<file path="src/hw/tcch_defines.vh">
// Register offsets, field positions and reset values of one timer channel.
// Assumes inclusion by the channel module only; definitions only.
`ifndef TCCH_DEFINES_VH
`define TCCH_DEFINES_VH

// ----------------------------------------------------------------
// Register offsets
// ----------------------------------------------------------------
`define TCCH_OFS_CONTROL 8'h00
`define TCCH_OFS_MODE 8'h04
`define TCCH_OFS_COUNTER 8'h10
`define TCCH_OFS_CCA 8'h14
`define TCCH_OFS_CCB 8'h18
`define TCCH_OFS_PERC 8'h1c
`define TCCH_OFS_STATUS 8'h20

// ----------------------------------------------------------------
// Control command bits
// ----------------------------------------------------------------
`define TCCH_CTL_CLKEN 0
`define TCCH_CTL_CLKDIS 1
`define TCCH_CTL_SWTRIG 2

// ----------------------------------------------------------------
// Mode register fields
// ----------------------------------------------------------------
`define TCCH_MODE_WAVE 15
`define TCCH_MODE_PERTRG 14
`define TCCH_MODE_EXTTRG_EN 12
`define TCCH_MODE_EVSEL_LO 10
`define TCCH_MODE_EDGE_LO 8
`define TCCH_MODE_TRGSRC_A 10
`define TCCH_MODE_LOADA_LO 16
`define TCCH_MODE_LOADB_LO 18
`define TCCH_MODE_A_MATCH_A 16
`define TCCH_MODE_A_MATCH_C 18
`define TCCH_MODE_A_EXT 20
`define TCCH_MODE_A_SOFT 22
`define TCCH_MODE_B_MATCH_B 24
`define TCCH_MODE_B_MATCH_C 26
`define TCCH_MODE_B_EXT 28
`define TCCH_MODE_B_SOFT 30

// ----------------------------------------------------------------
// Status bits
// ----------------------------------------------------------------
`define TCCH_ST_OVF 0
`define TCCH_ST_LOVR 1
`define TCCH_ST_MA 2
`define TCCH_ST_MB 3
`define TCCH_ST_MC 4
`define TCCH_ST_LDA 5
`define TCCH_ST_LDB 6
`define TCCH_ST_ETRG 7
`define TCCH_ST_CLKON 16
`define TCCH_ST_MIRA 17
`define TCCH_ST_MIRB 18

// ----------------------------------------------------------------
// Line action codes, reset values and counter maximum
// ----------------------------------------------------------------
`define TCCH_ACT_NONE 2'h0
`define TCCH_ACT_SET 2'h1
`define TCCH_ACT_CLEAR 2'h2
`define TCCH_ACT_TOGGLE 2'h3
`define TCCH_RST_REG16 16'h0000
`define TCCH_RST_MODE 32'h00000000
`define TCCH_CNT_MAX 16'hffff

`endif

</file>
<file path="src/hw/tcch_channel.v">
// One 16-bit timer channel: counter, compare/capture registers, status, lines A and B.
// Assumes count_tick_in is a one-cycle pulse on clk_in made by an outside prescaler.
`timescale 1ns/1ps
`include "tcch_defines.vh"

module tcch_channel #(
   parameter WIDTH = 16
) (
   input wire clk_in,
   input wire reset_n_in,
   input wire [7:0] addr_in,
   input wire [31:0] wdata_in,
   input wire wr_in,
   input wire rd_in,
   output reg [31:0] rdata_out,
   input wire count_tick_in,
   input wire ext_event_in,
   input wire line_a_in,
   output wire line_a_out,
   output wire line_a_oe_n_out,
   input wire line_b_in,
   output wire line_b_out,
   output wire line_b_oe_n_out
);

   // ----------------------------------------------------------------
   // Functions
   // ----------------------------------------------------------------
   function tcch_act;
      input cur;
      input [1:0] code;
      begin
         case (code)
            `TCCH_ACT_SET: tcch_act = 1'b1;
            `TCCH_ACT_CLEAR: tcch_act = 1'b0;
            `TCCH_ACT_TOGGLE: tcch_act = ~cur;
            default: tcch_act = cur;
         endcase
      end
   endfunction

   function tcch_edge;
      input [1:0] sel;
      input rise;
      input fall;
      begin
         tcch_edge = (sel[0] & rise) | (sel[1] & fall);
      end
   endfunction

   // ----------------------------------------------------------------
   // Pin synchronisers
   // ----------------------------------------------------------------
   // Three stages; a level counts only once stages two and three agree
   reg [2:0] sa_q, sb_q, se_q;
   reg lvl_a_q, lvl_b_q, lvl_e_q;
   reg lvl_a_d, lvl_b_d, lvl_e_d;

   always @* begin
      lvl_a_d = (sa_q[1] == sa_q[2]) ? sa_q[2] : lvl_a_q;
      lvl_b_d = (sb_q[1] == sb_q[2]) ? sb_q[2] : lvl_b_q;
      lvl_e_d = (se_q[1] == se_q[2]) ? se_q[2] : lvl_e_q;
   end

   always @(posedge clk_in or negedge reset_n_in) begin
      if (!reset_n_in) begin
         sa_q <= 3'h0;
         sb_q <= 3'h0;
         se_q <= 3'h0;
         lvl_a_q <= 1'b0;
         lvl_b_q <= 1'b0;
         lvl_e_q <= 1'b0;
      end else begin
         sa_q <= {sa_q[1:0], line_a_in};
         sb_q <= {sb_q[1:0], line_b_in};
         se_q <= {se_q[1:0], ext_event_in};
         lvl_a_q <= lvl_a_d;
         lvl_b_q <= lvl_b_d;
         lvl_e_q <= lvl_e_d;
      end
   end

   wire rise_a = lvl_a_d & ~lvl_a_q;
   wire fall_a = ~lvl_a_d & lvl_a_q;
   wire rise_b = lvl_b_d & ~lvl_b_q;
   wire fall_b = ~lvl_b_d & lvl_b_q;
   wire rise_e = lvl_e_d & ~lvl_e_q;
   wire fall_e = ~lvl_e_d & lvl_e_q;

   // ----------------------------------------------------------------
   // Registers and decode
   // ----------------------------------------------------------------
   reg [31:0] mode_q;
   reg [WIDTH-1:0] cnt_q, cca_q, ccb_q, perc_q;
   reg clk_on_q;
   reg [7:0] flags_q;
   reg unread_a_q, unread_b_q;
   reg out_a_q, out_b_q;

   wire wave = mode_q[`TCCH_MODE_WAVE];
   wire wr_ctl = wr_in & (addr_in == `TCCH_OFS_CONTROL);
   wire rd_st = rd_in & (addr_in == `TCCH_OFS_STATUS);
   wire rd_a = rd_in & (addr_in == `TCCH_OFS_CCA);
   wire rd_b = rd_in & (addr_in == `TCCH_OFS_CCB);
   wire sw_trig = wr_ctl & wdata_in[`TCCH_CTL_SWTRIG];
   // Line B is an input in capture mode, and in waveform mode when it is chosen as event source
   wire b_is_input = ~wave | (mode_q[`TCCH_MODE_EVSEL_LO+1:`TCCH_MODE_EVSEL_LO] == 2'h0);

   // ----------------------------------------------------------------
   // Events
   // ----------------------------------------------------------------
   wire [1:0] edge_sel = mode_q[`TCCH_MODE_EDGE_LO+1:`TCCH_MODE_EDGE_LO];
   wire cap_trg_a = mode_q[`TCCH_MODE_TRGSRC_A];
   wire ev_src_b = b_is_input;
   wire ext_wave = ev_src_b ? tcch_edge(edge_sel, rise_b, fall_b)
                            : tcch_edge(edge_sel, rise_e, fall_e);
   wire ext_cap = cap_trg_a ? tcch_edge(edge_sel, rise_a, fall_a)
                            : tcch_edge(edge_sel, rise_b, fall_b);
   wire ext_ev = wave ? ext_wave : ext_cap;
   // In waveform mode the event only restarts the counter when enabled
   wire ext_restart = ext_ev & (~wave | mode_q[`TCCH_MODE_EXTTRG_EN]);

   wire tick = count_tick_in & clk_on_q;
   wire wrap = tick & (cnt_q == `TCCH_CNT_MAX);
   wire [WIDTH-1:0] cnt_inc = cnt_q + {{(WIDTH-1){1'b0}}, 1'b1};
   wire match_a = tick & wave & (cnt_inc == cca_q);
   wire match_b = tick & wave & (cnt_inc == ccb_q);
   wire match_c = tick & (cnt_inc == perc_q);
   wire restart = sw_trig | ext_restart | (match_c & mode_q[`TCCH_MODE_PERTRG]);

   wire load_a = ~wave & tcch_edge(mode_q[`TCCH_MODE_LOADA_LO+1:`TCCH_MODE_LOADA_LO],
                                   rise_a, fall_a);
   wire load_b = ~wave & tcch_edge(mode_q[`TCCH_MODE_LOADB_LO+1:`TCCH_MODE_LOADB_LO],
                                   rise_a, fall_a);
   wire overrun = (load_a & unread_a_q) | (load_b & unread_b_q);

   // ----------------------------------------------------------------
   // Counter and clock state
   // ----------------------------------------------------------------
   always @(posedge clk_in or negedge reset_n_in) begin
      if (!reset_n_in) begin
         cnt_q <= `TCCH_RST_REG16;
         clk_on_q <= 1'b0;
      end else begin
         if (restart)
            cnt_q <= {WIDTH{1'b0}};
         else if (tick)
            cnt_q <= cnt_inc;
         if (wr_ctl & wdata_in[`TCCH_CTL_CLKDIS])
            clk_on_q <= 1'b0;
         else if (restart | (wr_ctl & wdata_in[`TCCH_CTL_CLKEN]))
            clk_on_q <= 1'b1;
      end
   end

   // ----------------------------------------------------------------
   // Software registers
   // ----------------------------------------------------------------
   always @(posedge clk_in or negedge reset_n_in) begin
      if (!reset_n_in) begin
         mode_q <= `TCCH_RST_MODE;
         cca_q <= `TCCH_RST_REG16;
         ccb_q <= `TCCH_RST_REG16;
         perc_q <= `TCCH_RST_REG16;
         unread_a_q <= 1'b0;
         unread_b_q <= 1'b0;
      end else begin
         if (wr_in & (addr_in == `TCCH_OFS_MODE))
            mode_q <= wdata_in;
         if (load_a)
            cca_q <= cnt_q;
         else if (wr_in & wave & (addr_in == `TCCH_OFS_CCA))
            cca_q <= wdata_in[WIDTH-1:0];
         if (load_b)
            ccb_q <= cnt_q;
         else if (wr_in & wave & (addr_in == `TCCH_OFS_CCB))
            ccb_q <= wdata_in[WIDTH-1:0];
         if (wr_in & (addr_in == `TCCH_OFS_PERC))
            perc_q <= wdata_in[WIDTH-1:0];
         // A load in the read cycle still counts as unread
         unread_a_q <= load_a | (unread_a_q & ~rd_a);
         unread_b_q <= load_b | (unread_b_q & ~rd_b);
      end
   end

   // ----------------------------------------------------------------
   // Status flags
   // ----------------------------------------------------------------
   wire [7:0] ev_now;
   assign ev_now[`TCCH_ST_OVF] = wrap;
   assign ev_now[`TCCH_ST_LOVR] = overrun;
   assign ev_now[`TCCH_ST_MA] = match_a;
   assign ev_now[`TCCH_ST_MB] = match_b;
   assign ev_now[`TCCH_ST_MC] = match_c;
   assign ev_now[`TCCH_ST_LDA] = load_a;
   assign ev_now[`TCCH_ST_LDB] = load_b;
   assign ev_now[`TCCH_ST_ETRG] = ext_ev;

   // Mode-gated view; a mode change hides stale flags of the other mode
   wire [7:0] mode_mask = wave ? 8'h9d : 8'hf3;
   wire [7:0] flags_view = flags_q & mode_mask;

   always @(posedge clk_in or negedge reset_n_in) begin
      if (!reset_n_in)
         flags_q <= 8'h00;
      else if (rd_st)
         flags_q <= ev_now;
      else
         flags_q <= flags_q | ev_now;
   end

   // ----------------------------------------------------------------
   // Line outputs
   // ----------------------------------------------------------------
   // Priority: software trigger, external event, match C, own match
   reg out_a_d, out_b_d;

   always @* begin
      out_a_d = out_a_q;
      out_b_d = out_b_q;
      if (wave) begin
         if (sw_trig) begin
            out_a_d = tcch_act(out_a_q, mode_q[`TCCH_MODE_A_SOFT+1:`TCCH_MODE_A_SOFT]);
            out_b_d = tcch_act(out_b_q, mode_q[`TCCH_MODE_B_SOFT+1:`TCCH_MODE_B_SOFT]);
         end else if (ext_ev) begin
            out_a_d = tcch_act(out_a_q, mode_q[`TCCH_MODE_A_EXT+1:`TCCH_MODE_A_EXT]);
            out_b_d = tcch_act(out_b_q, mode_q[`TCCH_MODE_B_EXT+1:`TCCH_MODE_B_EXT]);
         end else if (match_c) begin
            out_a_d = tcch_act(out_a_q,
                               mode_q[`TCCH_MODE_A_MATCH_C+1:`TCCH_MODE_A_MATCH_C]);
            out_b_d = tcch_act(out_b_q,
                               mode_q[`TCCH_MODE_B_MATCH_C+1:`TCCH_MODE_B_MATCH_C]);
         end else begin
            if (match_a)
               out_a_d = tcch_act(out_a_q,
                                  mode_q[`TCCH_MODE_A_MATCH_A+1:`TCCH_MODE_A_MATCH_A]);
            if (match_b)
               out_b_d = tcch_act(out_b_q,
                                  mode_q[`TCCH_MODE_B_MATCH_B+1:`TCCH_MODE_B_MATCH_B]);
         end
      end
   end

   always @(posedge clk_in or negedge reset_n_in) begin
      if (!reset_n_in) begin
         out_a_q <= 1'b0;
         out_b_q <= 1'b0;
      end else begin
         out_a_q <= out_a_d;
         out_b_q <= out_b_d;
      end
   end

   assign line_a_out = out_a_q;
   assign line_a_oe_n_out = ~wave;
   assign line_b_out = out_b_q;
   assign line_b_oe_n_out = b_is_input;

   // ----------------------------------------------------------------
   // Read data
   // ----------------------------------------------------------------
   wire mir_a = wave ? out_a_q : lvl_a_q;
   wire mir_b = b_is_input ? lvl_b_q : out_b_q;
   reg [31:0] rd_d;

   always @* begin
      rd_d = 32'h00000000;
      case (addr_in)
         `TCCH_OFS_MODE: rd_d = mode_q;
         `TCCH_OFS_COUNTER: rd_d[WIDTH-1:0] = cnt_q;
         `TCCH_OFS_CCA: rd_d[WIDTH-1:0] = cca_q;
         `TCCH_OFS_CCB: rd_d[WIDTH-1:0] = ccb_q;
         `TCCH_OFS_PERC: rd_d[WIDTH-1:0] = perc_q;
         `TCCH_OFS_STATUS: begin
            rd_d[7:0] = flags_view;
            rd_d[`TCCH_ST_CLKON] = clk_on_q;
            rd_d[`TCCH_ST_MIRA] = mir_a;
            rd_d[`TCCH_ST_MIRB] = mir_b;
         end
         default: rd_d = 32'h00000000;
      endcase
   end

   always @(posedge clk_in or negedge reset_n_in) begin
      if (!reset_n_in)
         rdata_out <= 32'h00000000;
      else if (rd_in)
         rdata_out <= rd_d;
      else
         rdata_out <= 32'h00000000;
   end

endmodule // tcch_channel

</file>
<file path="config.mk">
export PLATFORM = sky130hd
export DESIGN_NAME = tcch_channel
export DESIGN_NICKNAME = d
export VERILOG_FILES = /design/src/hw/tcch_channel.v
export VERILOG_INCLUDE_DIRS = /design/src /design/src/hw
export SDC_FILE = /design/constraint.sdc
export NUM_CORES = 1
export LEC_CHECK = 0
export BUFFER_PORTS_ARGS = -buffer_cell sky130_fd_sc_hd__buf_4
export CAP_MARGIN = 20
export CORE_MARGIN = 4
export CORE_UTILIZATION = 30
export CTS_CLUSTER_SIZE = 14
export DETAILED_ROUTE_END_ITERATION = 8
export MAX_ROUTING_LAYER = met4
export SLEW_MARGIN = 5
export SYNTH_ARGS = -nofsm -noshare
export SYNTH_HDL_FRONTEND = slang
export SYNTH_SLANG_ARGS = --single-unit
</file>
<file path="constraint.sdc">
create_clock -name clk_in -period 7.4 [get_ports clk_in]
set_input_delay 1.48 -clock clk_in [delete_from_list [all_inputs] [get_ports clk_in]]
set_output_delay 1.48 -clock clk_in [all_outputs]
set_load 0.02 [all_outputs]
</file>
* Word level (Yosys, flattened, before mapping)
Cells that the tools add are included.
** Cells by class
- Muxes and demuxes :: 39
- Reduce and logical (&&, ||, !) cells :: 12
- Add/sub/neg operators :: 1
- Bitwise gates (word level) :: 68
- Equality and inequality tests :: 43
** Operators with widths (number)
- two-way mux 16 bit :: 6
- equality test 16 bit :: 3
- one-hot mux 8 bit (6 select lines) :: 1
- AND 1 bit :: 42
- one-hot mux 8 bit (5 select lines) :: 1
- equality test 2 bit, second input constant :: 16
- equality test 8 x 5 -> 1 bit, second input constant :: 4
- two-way mux 32 bit :: 1
- one-hot mux 1 bit (3 select lines) :: 8
- two-way mux 1 bit :: 18
- adder 16 x 1 -> 16 bit, second input constant :: 1
- equality test 16 bit, second input constant :: 1
- equality test 2 x 1 -> 1 bit, second input constant :: 8
- two-way mux 13 bit :: 1
- OR 1 bit :: 13
- inequality test 6 x 3 -> 1 bit, second input constant :: 2
- AND reduction 6 bit :: 2
- nonzero test 6 bit :: 2
- NOT 1 bit :: 11
- inequality test 5 x 2 -> 1 bit, second input constant :: 2
- AND 8 bit :: 1
- equality test 8 x 3 -> 1 bit, second input constant :: 1
- equality test 8 x 6 -> 1 bit, second input constant :: 1
- zero test 8 bit :: 1
- 9 further kinds :: 16
** Word-level totals
- Logic and storage cells :: 181
- Register bits :: 153

* Longest topological paths before layout
- Depth in word-level cells :: 14
- Depth in mapped cells :: 12

* Worst setup path before layout
OpenSTA, ideal clock, no wires.
- Path kind :: input-to-reg
- Start point :: in addr_in[1]
- End point :: reg ccb_q[13]
- Data arrival time :: 3.577 ns
- Cell stages on the path :: 11
- Library setup time :: 0.136 ns
- Setup slack :: 3.687 ns
- Cell sequence :: nor4_1 -> nor2b_1 -> and2_1 -> clkbuf_1 -> nand2_1 -> nor2_1 -> and3_1 -> clkbuf_1 -> buf_2 -> mux2i_1 -> o21ai_0
** Between the ends
- Word-level cells in the longest chain between the ends :: 3
** RTL lines
- start: declaration :: line tcch_channel.v:11 : input wire [7:0] addr_in,
- equality test 8 x 5 -> 1 bit
- AND 1 bit :: line tcch_channel.v:176 : else if (wr_in & wave & (addr_in == `TCCH_OFS_CCB))
- nonzero test 2 bit (no line)
- end signal: assignment :: line tcch_channel.v:163 : ccb_q <= `TCCH_RST_REG16;
- end signal: assignment :: line tcch_channel.v:175 : ccb_q <= cnt_q;
- end signal: assignment :: line tcch_channel.v:177 : ccb_q <= wdata_in[WIDTH-1:0];
- end: declaration :: line tcch_channel.v:94 : reg [WIDTH-1:0] cnt_q, cca_q, ccb_q, perc_q;
No other way between the ends.
A chain may end at the register's enable or synchronous reset.

* Final worst setup path
- Start point :: reg cnt_q[4]
- End point :: reg clk_on_q
** Between the ends
- Word-level cells in the longest chain between the ends :: 7
** RTL lines
- start: declaration :: line tcch_channel.v:94
- start signal: assignment :: line tcch_channel.v:142 : cnt_q <= `TCCH_RST_REG16;
- start signal: assignment :: line tcch_channel.v:146 : cnt_q <= {WIDTH{1'b0}};
- start signal: assignment :: line tcch_channel.v:148 : cnt_q <= cnt_inc;
- adder 16 x 1 -> 16 bit :: line tcch_channel.v:125 : wire [WIDTH-1:0] cnt_inc = cnt_q + {{(WIDTH-1){1'b0}}, 1'b1};
- equality test 16 bit :: line tcch_channel.v:128 : wire match_c = tick & (cnt_inc == perc_q);
- AND 1 bit :: line tcch_channel.v:128
- AND 1 bit :: line tcch_channel.v:129 : wire restart = sw_trig | ext_restart | (match_c & mode_q[`TCCH_MODE_PERTRG]);
- OR 1 bit :: line tcch_channel.v:129
- OR 1 bit :: line tcch_channel.v:151 : else if (restart | (wr_ctl & wdata_in[`TCCH_CTL_CLKEN]))
- nonzero test 2 bit (no line)
- end signal: assignment :: line tcch_channel.v:143 : clk_on_q <= 1'b0;
- end signal: assignment :: line tcch_channel.v:150 : clk_on_q <= 1'b0;
- end signal: assignment :: line tcch_channel.v:152 : clk_on_q <= 1'b1;
- end: declaration :: line tcch_channel.v:95 : reg clk_on_q;
No other way between the ends.

==> impl_metrics.toml <==
[floorplanning]
ios = 84
die_x_um = 177.6
dieHeight_um = 177.6
rows = 61
initial_core_util_pct = 30.73
die-area_um2 = 31550
coreArea_um2 = 28090

[grt]
antenna_found_initial = 1
grt_pass1_wl_um = 40930
grt_start_max_net_pins = 79
grt_pass1_vias = 6890
grtUsageTotal_pct = 17.25
overflow = 0

[worst_setup_path]
r2r_slack_ns = 3.29
slowest_delay_ns = 0.88
startpoint_type = "flop"
crit_slowest_cell = "nor4_2"
r2r_cells = 8
cp.arrival_ns = 4.47
end_kind = "flop"
critical_path_class = "reg2reg"
path_cells = "nand4_2, nor4_2, or3_1, o2111ai_2, nor4_4, a21o_1, a211oi_1, a21oi_1"
required_ns = 7.76
worst-path-max-fanout = 17

[cells_and_area]
final_util_pct = 36.35
final_cell_mix = "dfrtp_1 (153), nand2_1 (101), buf_4 (94), nor2_1 (58), mux2_2 (50)"
final_common_cell = "dfrtp_1"
areaGrowthSynthToFinish_pct = 18.28
num-nets-final = 976
drive_gt1_share_pct = 20.43
fill_cells = 2862

[timing]
tns_ns = 0
worst_pin_slew_ns = 1.163
finalCriticalPeriod_ns = 4.110
rsz0062_at_grt = "false"
slew_viol_final = 0
hold_viol_final = 0
setup_viol = 0
maxClockFrequency_ghz = 0.2433
finalCritPeriodShare_pct = 55.54
slew_headroom_pct = 22.43
fin_skew_ns = 0.01580

[pwr]
p_leak_nw = 4.524
power_density_nw_per_um2 = 245.7
peakVddDrop_v = 0.0001450

[cts]
holdBufCountCts = 0
clkLatencyLatePin_ns = 0.43
ctsHtreeMaxLevel = 4
clk_path_buf_depth = 2
numCtsBuffers = 17
post_cts_buffers = 0
cts_tree = "built"
clk_pin_slew_worst_paths_ns = 0.07
cts_root_buf = "clkbuf_16"
clkSinkCount = 153
cts.repair.resized = 0

[min_path]
hold-path-cell-count = 0
hp-class = "reg2reg"

[routing]
wire_per_inst_um = 20.02
drc = 0
via_per_inst = 5.386
first_pass_iters = 7
ant_nets = 0
via_count = 7050
totalWireLength_um = 26210
drt_iter0_markers = 625

[status]
outcome = "finished, final reports clean"

[synth]
synth_top_family_by_area = "simple AND/OR/NAND/NOR gates"
ys_ff_latch = 153
synth_nets = 923
netlist_area_um2 = 8631
synthArstFlopShare_pct = 100.0
synth.area.mux_share_pct = 11.67
yosys_warnings = 0
synth_compound_area_share_pct = 12.38
synth_fa_ha_area_share_pct = 1.595
synth-simple-area-share_pct = 17.92
syn_inst = 864
synth_cell_types = 62
synth_edf_count = 0
ys.flop_type = "dfrtp_1"
ys_seq_area_share_pct = 44.36
synth_xor_area_share_pct = 8.365
avgSynthCellArea_um2 = 9.989

[placed_design]
place_hpwl_um = 18780
portBuffers = 83
gp_congestion = 0.9780

[flow_run]
drv_cap = 0
## worst paths after layout
path | to | start
setup / recovery | clk_on_q$_DFFE_PN0P_ | cnt_q[4]$_DFFE_PN0P_
hold / removal | sb_q[1]$_DFF_PN0_ | sb_q[0]$_DFF_PN0_
setup reg to reg | clk_on_q$_DFFE_PN0P_ | cnt_q[4]$_DFFE_PN0P_
hold reg to reg | sb_q[1]$_DFF_PN0_ | sb_q[0]$_DFF_PN0_
max in group asynchronous | ccb_q[0]$_DFFE_PN0P_ | reset_n_in
min in group asynchronous | mode_q[28]$_DFFE_PN0P_ | reset_n_in
## cell usage after synthesis (all sizes together) (6+ instances only)
cell	number	area [um^2]
dfrtp	153	3829
nand2	101	379.1
nor2	58	217.7
mux2	51	574.3
o21ai	47	235.2
xnor2	46	410.4
clkbuf	38	143.9
mux2i	32	320.3
and3	28	175.2
a21oi	24	120.1
buf	24	108.9
a22oi	23	172.7
nand3	22	110.1
inv	18	67.56
nor3	18	95.09
xor2	15	131.4
nand4	14	100.1
ha	11	137.6
nor2b	10	62.56
nor4	10	83.83
a222oi	9	90.09
or4	8	60.06
xnor3	8	180.2
a211oi	7	52.55
a21boi	6	45.04
a21o	6	45.04
and2	6	37.54
or3	6	37.54
## per-stage QoR
stage	worst slack [ns]	area (um^2)	power, W	std cells	hold WS, ns
after global routing	2.955	10210	0.002629	1309	0.3579
after detailed placement	3.014	9572	0.001612	1275	0.3347
after CTS	3.315	10180	0.002511	1307	0.3460
after global placement	3.080	9572	0.001604	1275	0.3340
after floorplan	3.687	8631	0.001421	864	0.3312
final	3.290	10210	0.002509	1309	0.3465
## metal layers
metal  vias up  wire length [um]  global-route usage (%)
li1       3216                 -                       -
met1      3544             12460                   24.38
met2       250             11680                   24.99
met3        40              1515                   3.558
met4         0               550                   5.189
met5         -                 0                       -
## worst max-delay path, delay by kind of cell, from the launching register on
family             cells  cell delay [ns]
and+or+nand+nor        4             2.22
DFF                    1             0.73
AOI/OAI and AO/OA      4             1.07
## cell type report
type | count | area (um^2) | area share, %
well taps | 378 | 473.0 | 4.633
multi-input cells | 631 | 4486 | 43.94
flip-flops and latches | 153 | 3829 | 37.50
clock inverters | 11 | 136.4 | 1.336
clock buffers | 21 | 470.5 | 4.608
diodes | 1 | 2.502 | 0.02451
inverters | 18 | 67.56 | 0.6618
repair buffers | 96 | 744.5 | 7.293
## power breakdown
group | total [W] | leakage [nW] | switching, W | internal (W)
logic | 0.000511 | 2.21 | 0.000275 | 0.000236
registers | 0.00110 | 2.02 | 0.000164 | 0.000934
clock network | 0.000900 | 0.296 | 0.000370 | 0.000530
total | 0.00251 | 4.52 | 0.000809 | 0.00170
## kinds of logic after synthesis
group | count (synthesis)
AO/OA/AOI/OAI | 159
XOR/XNOR | 69
adder cells (fa/ha/maj) | 11
buffers and inverters | 80
flip-flops | 153
multiplexers | 88
AND/OR/NAND/NOR | 304
## state kept, by name, indices dropped and copies added (netlist names)
register    flops
line_b_out      1
lvl_a_q         1
sb_q            3
cnt_q          16
unread_b_q      1
unread_a_q      1
lvl_e_q         1
lvl_b_q         1
rdata_out      32
flags_q         8
cca_q          16
sa_q            3
clk_on_q        1
ccb_q          16
line_a_out      1
se_q            3
perc_q         16
mode_q         32
(Power assumes the default switching activity.)
